**config.mk**
```make
export PLATFORM = sky130hd
export DESIGN_NAME = dgd_top
export DESIGN_NICKNAME = d
export VERILOG_FILES = /design/src/dgd_pkg.sv /design/src/dgd_top.sv
export VERILOG_INCLUDE_DIRS = /design/src /design/src/src
export SDC_FILE = /design/constraint.sdc
export NUM_CORES = 1
export LEC_CHECK = 0
export BUFFER_PORTS_ARGS = -buffer_cell sky130_fd_sc_hd__buf_2
export CORE_ASPECT_RATIO = 0.6
export CORE_MARGIN = 10
export CORE_UTILIZATION = 61
export DETAILED_ROUTE_END_ITERATION = 10
export GPL_TIMING_DRIVEN = 0
export PLACE_DENSITY = 0.92
export SLEW_MARGIN = 20
export SYNTH_ARGS = -nofsm -noshare
export SYNTH_HDL_FRONTEND = slang
export SYNTH_SLANG_ARGS = --single-unit
```
**constraint.sdc**
```tcl
create_clock -name pclk -period 4.77 [get_ports pclk]
set_input_delay 0.7155 -clock pclk [delete_from_list [all_inputs] [get_ports pclk]]
set_output_delay 0.7155 -clock pclk [all_outputs]
set_load 0.02 [all_outputs]
```
**src/dgd_defs.svh**
```systemverilog
`ifndef DGD_DEFS_SVH
`define DGD_DEFS_SVH
// Command stream framing
`define DGD_PREFIX 8'hFE
`define DGD_C_SAVE_GLYPH 8'hC2
`define DGD_C_MED_INIT 8'h6D
`define DGD_C_MED_PLACE 8'h6F
`define DGD_C_HBAR_INIT 8'h68
`define DGD_C_HBAR_PLACE 8'h7C
`define DGD_C_NBAR_INIT 8'h73
`define DGD_C_WBAR_INIT 8'h76
`define DGD_C_VBAR_PLACE 8'h3D
`define DGD_C_OUT_ON 8'h57
`define DGD_C_OUT_OFF 8'h56
`define DGD_C_OUT_BOOT 8'hC3
`define DGD_C_BL_ON 8'h42
`define DGD_C_BL_OFF 8'h46
`define DGD_C_BRI_SET 8'h99
`define DGD_C_BRI_SAVE 8'h98
`define DGD_C_CON_SET 8'h50
`define DGD_C_CON_SAVE 8'h91
// Parameter limits
`define DGD_GLYPH_MAX 8'h07
`define DGD_ROW_MAX 8'h02
`define DGD_COL_MAX 8'h08
`define DGD_MED_ROW_MAX 8'h08
`define DGD_DIGIT_MAX 8'h09
`define DGD_HLEN_MAX 8'h28
`define DGD_VLEN_MAX 8'h10
`define DGD_NUM_OUT 1
`define DGD_PIX_MASK 8'h1F
// Reset values
`define DGD_BRI_RST 8'hFF
`define DGD_CON_RST 8'h80
// Timing
`define DGD_CLK_HZ 200000000
`define DGD_MINUTE_S 60
`define DGD_MINUTE_CYC (64'(`DGD_MINUTE_S) * 64'(`DGD_CLK_HZ))
// APB map (byte addresses)
`define DGD_A_CTRL 4'h0
`define DGD_A_STATUS 4'h4
`define DGD_A_LEVELS 4'h8
`define DGD_A_TIMER 4'hC
`define DGD_CTRL_INV 0
`define DGD_CTRL_EN 1
`define DGD_CTRL_RST 2'h2
`endif

```
**src/dgd_pkg.sv**
```systemverilog
`default_nettype none
package dgd_pkg;
  typedef enum logic [5:0] {
    ST_INIT = 6'h01, ST_IDLE = 6'h02, ST_PREFIX = 6'h04,
    ST_PARAM = 6'h08, ST_EXEC = 6'h10, ST_NVWAIT = 6'h20
  } dgd_state_t;
  typedef enum logic [2:0] {
    BK_NONE = 3'h0, BK_MED = 3'h1, BK_HBAR = 3'h2, BK_NBAR = 3'h3, BK_WBAR = 3'h4
  } dgd_bank_t;
  typedef enum logic [1:0] {DR_MED = 2'h0, DR_HBAR = 2'h1, DR_VBAR = 2'h2} dgd_draw_kind_t;
  typedef enum logic [1:0] {NV_GLYPH = 2'h0, NV_OUT = 2'h1, NV_BRI = 2'h2, NV_CON = 2'h3} dgd_nv_kind_t;
  typedef struct packed {
    logic stb;
    dgd_draw_kind_t kind;
    logic [7:0] col;
    logic [7:0] row;
    logic dir;
    logic [7:0] len;
    logic [7:0] digit;
    dgd_bank_t bank;
  } dgd_draw_t;
  typedef struct packed {
    logic req;
    dgd_nv_kind_t kind;
    logic [7:0] index;
    logic [63:0] data;
  } dgd_nv_t;
  typedef struct packed {
    logic stb;
    logic [7:0] char_code;
  } dgd_text_t;
endpackage : dgd_pkg
`default_nettype wire

```
**src/dgd_top.sv**
```systemverilog
// Chosen here: the placing of the registers and the APB slave port.
`default_nettype none
`include "dgd_defs.svh"
module dgd_top
  import dgd_pkg::*;
#(
  parameter logic [33:0] MINUTE_CYC = 34'(`DGD_MINUTE_CYC)
) (
  input wire logic pclk,
  input wire logic presetn,
  input wire logic ce,
  input wire logic psel,
  input wire logic penable,
  input wire logic pwrite,
  input wire logic [11:0] paddr,
  input wire logic [31:0] pwdata,
  output logic [31:0] prdata,
  output logic pready,
  output logic pslverr,
  input wire logic rx_valid,
  input wire logic [7:0] rx_data,
  output logic rx_ready,
  input wire logic [7:0] nv_boot_bri,
  input wire logic [7:0] nv_boot_con,
  input wire logic [`DGD_NUM_OUT-1:0] nv_boot_outs,
  input wire logic nv_ack,
  output dgd_nv_t nv_wr,
  output dgd_text_t text_out,
  output dgd_draw_t draw_out,
  output logic bank_load,
  output dgd_bank_t bank_sel,
  output logic [`DGD_NUM_OUT-1:0] switchable_output,
  output logic lamp_on,
  output logic lamp_is_text,
  output logic [7:0] lamp_level,
  output logic [7:0] contrast
);

  typedef struct packed {
    dgd_state_t st;
    logic [7:0] cmd;
    logic [3:0] cnt;
    logic [3:0] need;
    logic [8:0][7:0] par;
    dgd_bank_t bank;
    logic bank_ld;
    logic lamp;
    logic [7:0] mins;
    logic [33:0] tick;
    logic [7:0] bri;
    logic [7:0] con;
    logic [7:0] bri_sv;
    logic [7:0] con_sv;
    logic [`DGD_NUM_OUT-1:0] outs;
    logic [`DGD_NUM_OUT-1:0] outs_sv;
    logic [1:0] ctrl;
    logic rdy;
    dgd_text_t txt;
    dgd_draw_t drw;
    dgd_nv_t nv;
    logic pready;
    logic pslverr;
    logic [31:0] prdata;
  } dgd_regs_t;

  dgd_regs_t s_q;
  dgd_regs_t s_d;
  logic take;
  logic [7:0] p0;
  logic [7:0] p1;
  logic [7:0] p2;
  logic [7:0] p3;

  // Parameter count per command; top bit flags a known command
  function automatic logic [4:0] need_of(input logic [7:0] c);
    unique case (c)
      `DGD_C_SAVE_GLYPH: need_of = 5'h19;
      `DGD_C_MED_PLACE: need_of = 5'h13;
      `DGD_C_HBAR_PLACE: need_of = 5'h14;
      `DGD_C_VBAR_PLACE, `DGD_C_OUT_BOOT: need_of = 5'h12;
      `DGD_C_OUT_ON, `DGD_C_OUT_OFF, `DGD_C_BL_ON, `DGD_C_BRI_SET,
      `DGD_C_BRI_SAVE, `DGD_C_CON_SET, `DGD_C_CON_SAVE: need_of = 5'h11;
      `DGD_C_MED_INIT, `DGD_C_HBAR_INIT, `DGD_C_NBAR_INIT, `DGD_C_WBAR_INIT,
      `DGD_C_BL_OFF: need_of = 5'h10;
      default: need_of = 5'h00;
    endcase
  endfunction : need_of

  // Output number 1..N maps to bit N-1; zero or too large names none
  function automatic logic out_hit(input logic [7:0] num, input int idx);
    out_hit = (32'(num) == idx + 1);
  endfunction : out_hit

  assign take = ce && rx_valid && s_q.rdy;
  assign p0 = s_q.par[0];
  assign p1 = s_q.par[1];
  assign p2 = s_q.par[2];
  assign p3 = s_q.par[3];

  // Next-state logic: APB slave, byte parser, executor, backlight timer
  always_comb begin
    logic [4:0] nd;
    nd = need_of(rx_data);
    s_d = s_q;
    s_d.txt.stb = 1'b0;
    s_d.drw.stb = 1'b0;
    s_d.bank_ld = 1'b0;
    s_d.pready = 1'b0;
    s_d.pslverr = 1'b0;

    // APB: no wait state, answer formed in the setup phase and registered into the access phase
    if (psel && !penable) begin
      s_d.pready = 1'b1;
      s_d.prdata = 32'h0000_0000;
      unique case (paddr[3:0])
        `DGD_A_CTRL: s_d.prdata = {30'h0, s_q.ctrl};
        `DGD_A_STATUS: s_d.prdata = {16'h0, 8'(s_q.outs), s_q.lamp, 2'h0,
                                     s_q.bank, (s_q.st == ST_NVWAIT), s_q.rdy};
        `DGD_A_LEVELS: s_d.prdata = {s_q.con_sv, s_q.bri_sv, s_q.con, s_q.bri};
        `DGD_A_TIMER: s_d.prdata = {24'h0, s_q.mins};
        default: s_d.pslverr = 1'b1;
      endcase
      if (paddr[11:4] != 8'h00) begin
        s_d.pslverr = 1'b1;
        s_d.prdata = 32'h0000_0000;
      end
    end
    if (psel && penable && s_q.pready && pwrite && !s_q.pslverr &&
        paddr[3:0] == `DGD_A_CTRL) begin
      s_d.ctrl = pwdata[1:0];
    end

    // Backlight countdown; a zero minute count never expires
    if (s_q.lamp && s_q.mins != 8'h00) begin
      if (s_q.tick == MINUTE_CYC - 34'h1) begin
        s_d.tick = 34'h0;
        s_d.mins = s_q.mins - 8'h01;
        if (s_q.mins == 8'h01) begin
          s_d.lamp = 1'b0;
        end
      end else begin
        s_d.tick = s_q.tick + 34'h1;
      end
    end

    unique case (s_q.st)
      // Pick up saved values once reset has been released
      ST_INIT: begin
        s_d.bri = nv_boot_bri;
        s_d.bri_sv = nv_boot_bri;
        s_d.con = nv_boot_con;
        s_d.con_sv = nv_boot_con;
        s_d.outs = nv_boot_outs;
        s_d.outs_sv = nv_boot_outs;
        s_d.st = ST_IDLE;
      end
      ST_IDLE: begin
        if (take) begin
          if (rx_data == `DGD_PREFIX) begin
            s_d.st = ST_PREFIX;
          end else begin
            s_d.txt.stb = 1'b1;
            s_d.txt.char_code = rx_data;
          end
        end
      end
      ST_PREFIX: begin
        if (take) begin
          s_d.cmd = rx_data;
          s_d.cnt = 4'h0;
          s_d.need = nd[3:0];
          if (!nd[4]) begin
            s_d.st = ST_IDLE;
          end else if (nd[3:0] == 4'h0) begin
            s_d.st = ST_EXEC;
          end else begin
            s_d.st = ST_PARAM;
          end
        end
      end
      // Gather every parameter before acting
      ST_PARAM: begin
        if (take) begin
          s_d.par[s_q.cnt] = rx_data;
          s_d.cnt = s_q.cnt + 4'h1;
          if (s_q.cnt + 4'h1 == s_q.need) begin
            s_d.st = ST_EXEC;
          end
        end
      end
      ST_EXEC: begin
        s_d.st = ST_IDLE;
        s_d.nv.index = p0;
        unique case (s_q.cmd)
          `DGD_C_SAVE_GLYPH: begin
            if (p0 <= `DGD_GLYPH_MAX) begin
              s_d.nv.req = 1'b1;
              s_d.nv.kind = NV_GLYPH;
              for (int i = 0; i < 8; i++) begin
                s_d.nv.data[i*8 +: 8] = s_q.par[i+1] & `DGD_PIX_MASK;
              end
              s_d.st = ST_NVWAIT;
            end
          end
          `DGD_C_MED_INIT: begin
            s_d.bank = BK_MED;
            s_d.bank_ld = 1'b1;
          end
          `DGD_C_HBAR_INIT: begin
            s_d.bank = BK_HBAR;
            s_d.bank_ld = 1'b1;
          end
          `DGD_C_NBAR_INIT: begin
            s_d.bank = BK_NBAR;
            s_d.bank_ld = 1'b1;
          end
          `DGD_C_WBAR_INIT: begin
            s_d.bank = BK_WBAR;
            s_d.bank_ld = 1'b1;
          end
          `DGD_C_MED_PLACE: begin
            // Out-of-range fields drop the command rather than draw garbage
            if (p0 != 8'h00 && p0 <= `DGD_MED_ROW_MAX && p1 != 8'h00 &&
                p1 <= `DGD_ROW_MAX && p2 <= `DGD_DIGIT_MAX) begin
              s_d.drw = '{stb: 1'b1, kind: DR_MED, row: p0, col: p1, dir: 1'b0,
                          len: 8'h02, digit: p2, bank: s_q.bank};
            end
          end
          `DGD_C_HBAR_PLACE: begin
            if (p0 != 8'h00 && p0 <= `DGD_COL_MAX && p1 != 8'h00 &&
                p1 <= `DGD_ROW_MAX && p2 <= 8'h01 && p3 <= `DGD_HLEN_MAX) begin
              s_d.drw = '{stb: 1'b1, kind: DR_HBAR, col: p0, row: p1, dir: p2[0],
                          len: p3, digit: 8'h00, bank: s_q.bank};
            end
          end
          `DGD_C_VBAR_PLACE: begin
            if (p0 != 8'h00 && p0 <= `DGD_COL_MAX && p1 <= `DGD_VLEN_MAX) begin
              s_d.drw = '{stb: 1'b1, kind: DR_VBAR, col: p0, row: 8'h01, dir: 1'b0,
                          len: p1, digit: 8'h00, bank: s_q.bank};
            end
          end
          `DGD_C_OUT_ON, `DGD_C_OUT_OFF: begin
            for (int i = 0; i < `DGD_NUM_OUT; i++) begin
              if (out_hit(p0, i)) begin
                s_d.outs[i] = (s_q.cmd == `DGD_C_OUT_ON);
              end
            end
          end
          `DGD_C_OUT_BOOT: begin
            if (p1 <= 8'h01 && p0 != 8'h00 && 32'(p0) <= `DGD_NUM_OUT) begin
              for (int i = 0; i < `DGD_NUM_OUT; i++) begin
                if (out_hit(p0, i)) begin
                  s_d.outs_sv[i] = p1[0];
                end
              end
              s_d.nv.req = 1'b1;
              s_d.nv.kind = NV_OUT;
              s_d.nv.data = {56'h0, p1};
              s_d.st = ST_NVWAIT;
            end
          end
          `DGD_C_BL_ON: begin
            s_d.lamp = 1'b1;
            s_d.mins = p0;
            s_d.tick = 34'h0;
          end
          `DGD_C_BL_OFF: begin
            s_d.lamp = 1'b0;
            s_d.mins = 8'h00;
          end
          `DGD_C_BRI_SET: s_d.bri = p0;
          `DGD_C_CON_SET: s_d.con = p0;
          `DGD_C_BRI_SAVE, `DGD_C_CON_SAVE: begin
            if (s_q.cmd == `DGD_C_BRI_SAVE) begin
              s_d.bri = p0;
              s_d.bri_sv = p0;
              s_d.nv.kind = NV_BRI;
            end else begin
              s_d.con = p0;
              s_d.con_sv = p0;
              s_d.nv.kind = NV_CON;
            end
            s_d.nv.req = 1'b1;
            s_d.nv.data = {56'h0, p0};
            s_d.st = ST_NVWAIT;
          end
          default: s_d.st = ST_IDLE;
        endcase
      end
      // Store is slow; the request stands until the store acknowledges
      ST_NVWAIT: begin
        if (nv_ack) begin
          s_d.nv.req = 1'b0;
          s_d.st = ST_IDLE;
        end
      end
    endcase

    // Ready is registered, so it follows the next state; the source keeps
    // any unaccepted byte, which is how nothing is lost during a store
    s_d.rdy = s_q.ctrl[`DGD_CTRL_EN] &&
              (s_d.st == ST_IDLE || s_d.st == ST_PREFIX || s_d.st == ST_PARAM);
  end

  // State register, frozen while the clock enable is low
  always_ff @(posedge pclk or negedge presetn) begin
    if (!presetn) begin
      s_q <= '0;
      s_q.st <= ST_INIT;
      s_q.bank <= BK_NONE;
      s_q.bri <= `DGD_BRI_RST;
      s_q.con <= `DGD_CON_RST;
      s_q.bri_sv <= `DGD_BRI_RST;
      s_q.con_sv <= `DGD_CON_RST;
      s_q.ctrl <= `DGD_CTRL_RST;
    end else if (ce) begin
      s_q <= s_d;
    end
  end

  // Outputs straight from the state flip-flops
  assign prdata = s_q.prdata;
  assign pready = s_q.pready;
  assign pslverr = s_q.pslverr;
  assign rx_ready = s_q.rdy;
  assign nv_wr = s_q.nv;
  assign text_out = s_q.txt;
  assign draw_out = s_q.drw;
  assign bank_load = s_q.bank_ld;
  assign bank_sel = s_q.bank;
  assign switchable_output = s_q.outs;
  assign lamp_on = s_q.lamp;
  assign lamp_is_text = s_q.ctrl[`DGD_CTRL_INV];
  assign lamp_level = s_q.bri;
  assign contrast = s_q.con;

  logic ex;
  assign ex = ce && s_q.st == ST_EXEC;
endmodule : dgd_top
`default_nettype wire

```
==> results of run 1 <==
registers in the layout, indices dropped and copies added (netlist names), 3 cells and up:
| register | count |
|---|---|
| nv_wr | 54 |
| draw_out | 39 |
| s_q | 106 |
| prdata | 32 |
| p3 | 8 |
| lamp_level | 8 |
| bank_sel | 3 |
| text_out | 9 |
| p0 | 8 |
| p2 | 8 |
| p1 | 8 |
| contrast | 8 |
worst paths after layout:
kind	from	to	slack, ns	cells past startpoint
min in group asynchronous	presetn	draw_out[7]$_DFFE_PN0P_	0.59	2
worst min-delay path	pwdata[0]	lamp_is_text$_DFFE_PN0P_	0.41	2
worst min register to register	prdata[8]$_DFFE_PN0P_	prdata[8]$_DFFE_PN0P_	0.48	2
worst max register to register	p0[0]$_DFFE_PN0P_	nv_wr[58]$_DFFE_PN0P_	1.32	7
worst max-delay path	p0[0]$_DFFE_PN0P_	nv_wr[58]$_DFFE_PN0P_	1.32	7
max in group asynchronous	presetn	nv_wr[51]$_DFFE_PN0P_	2.99	4
per-stage QoR:
step	total power, mW	TNS (ns)
floorplan	2.77	0
global placement	2.88	-627.07
detailed placement	2.90	0
CTS	5.11	0
global route	5.24	0
finish	5.09	0
layout make-up:
class / count / area share, %
clock inverters: 10 / 0.635
flip-flops and latches: 298 / 42.7
clock buffers: 39 / 4.51
repair buffers: 207 / 6.38
well taps: 322 / 2.30
plain buffers: 244 / 9.08
inverters: 61 / 1.31
multi-input cells: 847 / 33.1
diodes: 3 / 0.0428
power by group through the flow:
stage               registers (mW)  clock network, mW  logic [mW]
finish                        2.58               2.23       0.280
floorplan                     2.62                  0       0.142
detailed placement            2.63                  0       0.274
global route                  2.58               2.35       0.304
CTS                           2.58               2.25       0.279
global placement              2.63                  0       0.257
critical path, delay by kind of cell, from the launching register on:
kind            cells  cell delay [ns]
compound gates      2             0.32
buf+inv             2             1.17
flops               1             0.34
simple gates        3             1.47
layout by cell type (no fill, tap or decap), types with 34 or more instances in the layout:
cell type / netlist / layout
buf_4: 174 / 174
mux2_2: 90 / 90
a22o_1: 45 / 45
buf_2: 12 / 214
dfrtp_1: 278 / 278
nand3_1: 73 / 73
clkbuf_1: 56 / 61
nand2_1: 75 / 75
a21oi_1: 38 / 38
inv_1: 61 / 61
nor2_1: 100 / 100
o21ai_0: 34 / 34
o21ai_1: 43 / 43
cells by family (layout without fill, tap and decap cells):
group / after synthesis / after routing / share of synthesized area [%]
simple gates: 420 / 420 / 15.0
buf+inv: 305 / 561 / 12.1
flops: 298 / 298 / 49.8
compound gates: 226 / 226 / 10.0
mux: 130 / 130 / 9.93
xor+xnor: 43 / 43 / 2.51
fa+ha+maj: 7 / 7 / 0.583
other cells: 1 / 24 / 0.0250
layer usage:
layer | routed length (um) | up-vias | global-route usage (%)
met5 | 0 | - | 0
met4 | 848 | 0 | 5.70
met3 | 4000 | 82 | 6.54
met2 | 18300 | 605 | 38.8
met1 | 18100 | 5907 | 36.2
li1 | - | 5333 | -
==> run summary, run 1 <==
Root Buffer = clkbuf_16
Die Y = 142 um
Initial DRT Pass Iterations = 6
Hold Crit Class = in -> reg
Die Width = 223 um
Clock Latency Late Sink = 0.55 ns
antenna-violating nets left = 0
placed standard-cell area = 16600 um^2
Seq pwr share = 50.7%
Main synth FF type = dfrtp_1
worst slew pin tran = 1.00 ns
Iter 0 DRT Violations = 1120
Post-Route WL = 41300 um
Logic pwr share = 5.5%
Post-CTS Resized = 0
Critical Path Fanout Max = 10
Clk pin slew, worst setup/hold paths = 0.07 ns
leakage = 8.97 nW
core box area = 24200 um^2
Final Skew = 0.0151 ns
synthesized flop and latch total = 298
largest net degree at the start of global routing = 96
register area = 7480 um^2
Psw = 1.18 mW
relative slew slack = 32.6%
Async S/R FF share, synth = 100%
post-DR wirelength/cell = 20.3 um
Post-synth EDFFs = 0
Netlist cell types = 77
total number of vias = 11900
CTS tree = yes
gp weighted congestion = 0.934
Final Max Slew Viols = 0
# port buffers = 203
P_int = 3.91 mW
Yosys top cell by area = dfrtp_1
clock power share = 43.8%
Period Utilization, post-route = 72.3%
minimum clock period = 3.45 ns
Final Instance Area = 17500 um^2
clk sinks = 298
startpoint types = flip-flop
Worst path most repeated cell = clkbuf_1
pre-CTS WS = 0.980 ns
Setup Crit Path Kind = reg -> reg
share of the synthesized area in the top cell type = 46.3%
CTS max path bufs = 3
H-tree lvl count = 1
Fmax achieved = 290 MHz
post-synthesis sequential area ratio = 49.8%
final hold vios = 0
vias per std cell = 5.87
GRT Resource Usage Total = 25.5%
Yosys warnings = 0
Final #Nets = 1770
Final Util = 72.4%
Cell Rows = 44
Placed Cells = 1978
most frequent cell after synthesis = dfrtp_1
starting density of the core = 62.0%
final cell count without fillers = 2031
vias in the first global route = 11900
initial antenna violation count = 3
RSZ-0062 raised after global routing = no
post-synthesis instance area = 15000 um^2
# Max-Cap Violations = 0
final hold slack = 0.406 ns
most area-consuming cells after synthesis = dfrtp_1 46%, buf_4 8.7%, mux2_2 6.7%, dfstp_2 3.5%, a22o_1 2.6%
Post-Synthesis Cells = 1430
TritonCTS Buffers = 27
most instantiated cells after synthesis = 278 x dfrtp_1, 174 x buf_4, 100 x nor2_1, 90 x mux2_2, 75 x nand2_1
Power Dens Cells = 291 nW/um^2
multi-input logic area = 5790 um^2
share of cells above drive strength 1 = 33.3%
CP Capture Type = flip-flop
switch share = 23.2%
CP max stage delay = 0.72 ns
mean area per synthesized cell = 10.5 um^2
DR DRC count = 0
Cell Chain, Critical Path = clkbuf_1 > or3b_2 > nor3_1 > a211oi_1 > nor4_4 > clkbuf_1 > o21ai_1
first-pass GRT wire length = 66200 um
Worst EP arrival = 3.85 ns
# Post-CTS Setup Buffers = 0
hpwl dp = 30000 um
Slowest cell on crit path = nor4_4
Ports = 258
fin worst setup slack = 1.32 ns
status = complete, no violations
# hold bufs at CTS = 1
final setup fails = 0
critical path required time = 5.17 ns
Die Area = 31500 um^2
grt ovf = 0
fillers = 1755
peak supply drop = 0.000226 V
area grow syn2layout = 16.7%
Power figures use the tool's default switching activity.
==> run 2, diff against run 1 <==
CORE_UTILIZATION = 57   (was 61)
PLACE_DENSITY = 0.87   (was 0.92)
clock period = 3.25 ns   (was 4.77 ns; I/O delays follow)
==> run 2 against run 1 <==
Routed wire length down 2.3%. Non-clock buffer count is 2 higher. Largest power group unchanged. Worst setup slack worse by 1.1 ns. Utilization shrank 3.5 points. Global-route usage shrank 2.4 points. Sequential share of layout area down 0.30 points. Design area rose by 0.70%. Combinational power rose by 46%. Via count decreased by 2.3%. Critical path depth increased by 1.
==> run summary, run 2 (synthesized netlist as in run 1, its figures left out) <==
# port buffers = 203
status = complete, no violations
peak supply drop = 0.000297 V
commonest non-fill, non-tap cell in the layout = dfrtp_1
multi-input logic area = 5800 um^2
antenna-violating nets left = 0
DR DRC count = 0
Iter 0 DRT Violations = 1180
RSZ-0062 raised after global routing = no
H-tree lvl count = 1
critical path required time = 3.73 ns
grt met3 use = 6.88%
GR met1 Demand/Resource = 32.5%
Endpoint, Worst Hold = lamp_is_text$_DFFE_PN0P_
Final #Nets = 1773
Final Max Slew Viols = 0
CP Capture Type = flip-flop
Critical Path Fanout Max = 10
pre-CTS WS = -0.153 ns
total number of vias = 11600
worst slew pin tran = 0.957 ns
minimum clock period = 3.04 ns
Clock Latency Late Sink = 0.55 ns
CTS max path bufs = 3
CTS tree = yes
met2 Use GR = 34.4%
grt ovf = 0
reg2reg setup slack = 0.24 ns
Post-Route WL = 40300 um
vias per std cell = 5.65
Hold Crit Class = in -> reg
Fmax achieved = 329 MHz
Final Skew = 0.0123 ns
gp weighted congestion = 0.939
starting density of the core = 58.6%
final hold vios = 0
fillers = 1895
area grow syn2layout = 17.5%
vias in the first global route = 11600
Ports = 258
R2R cell count = 8
first-pass GRT wire length = 63700 um
max reg flops = 106
relative slew slack = 35.6%
Power Dens Cells = 434 nW/um^2
Period Utilization, post-route = 93.6%
share of cells above drive strength 1 = 33.6%
largest net degree at the start of global routing = 99
most used routing layer = met2
hold depth = 2
clk sinks = 298
GRT Resource Usage Total = 23.1%
Clk pin slew, worst setup/hold paths = 0.06 ns
placed standard-cell area = 16600 um^2
Setup Crit Path Kind = in -> reg
commonest non-fill, non-tap cells in the layout = 278 x dfrtp_1, 214 x buf_2, 177 x buf_4
Die Width = 230 um
R2R Path End = s_q[212]$_DFFE_PN0P_
Final Instance Area = 17600 um^2
worst reg2reg startpoint = s_q[325]$_DFFE_PN0P_
register area = 7480 um^2
final setup fails = 0
post-DR wirelength/cell = 19.5 um
Largest Register = s_q
hpwl dp = 29900 um
# Max-Cap Violations = 0
core box area = 25600 um^2
leakage = 9.03 nW
Die Area = 33500 um^2
Die Y = 146 um
initial antenna violation count = 2
startpoint types = primary input
Initial DRT Pass Iterations = 6
TritonCTS Buffers = 28
Worst EP arrival = 3.52 ns
Root Buffer = clkbuf_16
Cell Rows = 45
hold wc startpoint = pwdata[0]
fin worst setup slack = 0.209 ns
## run 2: changes by cell type in the layout (fill, tap and decap cells not counted), sizes merged
cell      change
clkinv        +5
buf           +3
clkbuf        -3
bufinv        +2
clkinvlp      -2
diode         -2
inv           -1
## run 2: worst max-delay path: stages
cell and delay, ns:
buf_2 0.10, clkbuf_1 0.40, nand3b_1 0.53, nor2_1 0.65
nand2_1 0.18, nor2_1 0.45, clkbuf_1 0.50, a22o_1 0.22
## run 2: area by class of cell
type	instances	area share, %
diodes	1	0.0142
flip-flops and latches	298	42.4
plain buffers	243	9.00
multi-input cells	847	32.9
inverters	61	1.30
clock inverters	14	1.02
repair buffers	210	6.47
well taps	352	2.50
clock buffers	37	4.45
## run 2: stage by stage
| stage | hold slack, ns | TNS [ns] | instances | total power, mW | utilization [%] |
|---|---|---|---|---|---|
| 3_5_place_dp | 0.398 | -2.74 | 2008 | 4.26 | 65.0 |
| 6_report | 0.183 | 0 | 2063 | 7.65 | 68.9 |
| 4_1_cts | 0.167 | 0 | 2059 | 7.68 | 68.8 |
| 3_3_place_gp | 0.465 | -1051.37 | 2005 | 4.24 | 64.6 |
| 5_1_grt | 0.173 | 0 | 2063 | 7.86 | 68.9 |
| 2_1_floorplan | 0.192 | 0 | 1450 | 4.06 | - |
## run 2: power breakdown
part	internal [mW]	total, mW	switching, mW
registers	3.75	3.79	0.0394
logic	0.141	0.409	0.268
clock network	2.02	3.45	1.43
total	5.91	7.65	1.74
## run 2: worst max-delay path by stage
stage                         start                      end  slack (ns)  depth (start not counted)
3_5_place_dp                     ce   prdata[27]$_DFFE_PN0P_       -0.15                          8
4_1_cts           p0[1]$_DFFE_PN0P_    nv_wr[73]$_DFFE_PN0P_        0.14                          7
3_3_place_gp                presetn     s_q[213]$_DFFE_PN0P_       -3.67                          1
6_report                         ce   prdata[22]$_DFFE_PN0P_        0.21                          8
5_1_grt        s_q[325]$_DFFE_PN0P_     s_q[197]$_DFFE_PN0P_      0.0009                          8
2_1_floorplan     p0[4]$_DFFE_PN0P_  draw_out[0]$_DFFE_PN0P_        0.86                          7
## run 2: timing repair
action	CTS	global route
hold buffers	1	0
gates resized for setup	1	1
pin swaps	0	1
endpoints found under the hold margin	39	0
setup buffers	0	3
setup endpoints to repair	12	39
## run 2: metal layers
metal	routed length, um	vias up
met5	0	-
met4	841	0
met3	3710	67
met2	17600	513
met1	18200	5731
li1	-	5338
==> run 3, diff against run 2 <==
CELL_PAD_IN_SITES_DETAIL_PLACEMENT = 1   (was not set)
CELL_PAD_IN_SITES_GLOBAL_PLACEMENT = 1   (was not set)
CORE_UTILIZATION = 44   (was 57)
PLACE_DENSITY = not set   (was 0.87)
PLACE_DENSITY_LB_ADDON = 0.1   (was not set)
==> run 3 against run 2 <==
Worst setup slack gained 0.074 ns. Die area grew 26%. Design area is 0.91% higher. Non-clock buffer count unchanged. Critical path type is now reg -> reg. Critical endpoint is now nv_wr[0]$_DFFE_PN0P_.
==> run summary, run 3 (synthesized netlist as in run 1, its figures left out) <==
largest net degree at the start of global routing = 94
Die Width = 259 um
GRT Resource Usage Total = 21.2%
Final Max Slew Viols = 0
Clock Latency Late Sink = 0.58 ns
TritonCTS Buffers = 30
diode count = 0
critical path required time = 3.68 ns
clk sinks = 298
hpwl dp = 33800 um
Die Y = 163 um
Post-Route WL = 45400 um
CTS tree = yes
# Max-Cap Violations = 0
vias per std cell = 5.27
Largest Register = s_q
commonest non-fill, non-tap cells in the layout = 278 x dfrtp_1, 214 x buf_2, 175 x buf_4
antenna-violating nets left = 0
area grow syn2layout = 18.6%
first-pass GRT wire length = 71900 um
relative slew slack = 30.6%
Initial DRT Pass Iterations = 6
Worst EP arrival = 3.39 ns
leakage = 9.02 nW
Fmax achieved = 337 MHz
RSZ-0062 raised after global routing = no
total number of vias = 11400
share of cells above drive strength 1 = 33.5%
vias in the first global route = 12200
Final Skew = 0.0185 ns
Ports = 258
Clk pin slew, worst setup/hold paths = 0.07 ns
hold depth = 2
initial antenna violation count = 0
R2R cell count = 8
final setup fails = 0
worst slew pin tran = 1.03 ns
gp weighted congestion = 0.885
minimum clock period = 2.97 ns
startpoint types = flip-flop
CTS max path bufs = 3
hold wc startpoint = pwdata[0]
Setup Crit Path Kind = reg -> reg
# port buffers = 203
final hold vios = 0
starting density of the core = 44.6%
Power Dens Cells = 434 nW/um^2
worst reg2reg startpoint = s_q[330]$_DFFE_PN0P_
commonest non-fill, non-tap cell in the layout = dfrtp_1
Iter 0 DRT Violations = 799
post-DR wirelength/cell = 20.9 um
Die Area = 42200 um^2
core box area = 33700 um^2
Critical Path Fanout Max = 10
Hold Crit Class = in -> reg
crit path launch = s_q[330]$_DFFE_PN0P_
Final #Nets = 1775
grt ovf = 0
max reg flops = 106
Period Utilization, post-route = 91.3%
H-tree lvl count = 1
Tot Pwr = 7.74 mW
CP Capture Type = flip-flop
Root Buffer = clkbuf_16
status = complete, no violations
Cell Rows = 52
final setup TNS = 0 ns
DR DRC count = 0
peak supply drop = 0.000378 V
## run 3: critical path, stage by stage (launching register included)
cell and delay [ns]:
dfrtp_1 0.47, nor4_4 0.51, and2_1 0.22, nand2_1 0.17
buf_2 0.27, nor4_4 0.35, buf_12 0.18, clkbuf_1 0.47
a21oi_1 0.16
## run 3: power by group
group | switching, mW | internal, mW | total (mW)
clock network | 1.54 | 1.99 | 3.53
registers | 0.0378 | 3.75 | 3.79
logic | 0.279 | 0.141 | 0.419
total | 1.86 | 5.88 | 7.74
## run 3: timing repair
action,CTS,global route
hold buffers,1,0
pin swaps,1,0
endpoints found under the hold margin,45,0
gates resized for setup,0,2
setup buffers,2,0
setup endpoints to repair,27,30
## run 3: routing by layer
layer / vias up / GRT usage, % / part of all wire [%]
met2: 251 / 31.6 / 43
met1: 5835 / 31.3 / 49
met3: 46 / 4.48 / 5.6
met4: 0 / 4.15 / 1.7
li1: 5315 / - / -
met5: - / 0 / 0
## run 3: metrics by stage
step	instances	setup WS (ns)	util, %	hold WS (ns)	area, um^2
after detailed placement	2115	-0.213	49.8	0.421	16800
after global routing	2174	0.0272	52.8	0.155	17800
final	2174	0.283	52.8	0.186	17800
after CTS	2174	0.0954	52.8	0.164	17800
after global placement	2112	-4.07	49.5	0.467	16700
after floorplan	1450	0.856	-	0.192	15100
## run 3: path summary, 6_finish.rpt
| check | slack [ns] | to |
|---|---|---|
| max | 0.28 | nv_wr[0]$_DFFE_PN0P_ |
| min | 0.19 | lamp_is_text$_DFFE_PN0P_ |
| max reg2reg | 0.28 | nv_wr[0]$_DFFE_PN0P_ |
| min reg2reg | 0.49 | draw_out[35]$_DFFE_PN0P_ |
| max in group asynchronous | 1.62 | s_q[329]$_DFFE_PN1P_ |
| min in group asynchronous | 0.42 | draw_out[36]$_DFFE_PN0P_ |
## run 3: layout make-up
type | count | area [um^2]
multi-input cells | 847 | 5800
inverters | 61 | 229
clock buffers | 48 | 910
repair buffers | 209 | 1150
flip-flops and latches | 298 | 7480
plain buffers | 244 | 1590
fillers | 3814 | 15900
clock inverters | 8 | 72.6
well taps | 459 | 574
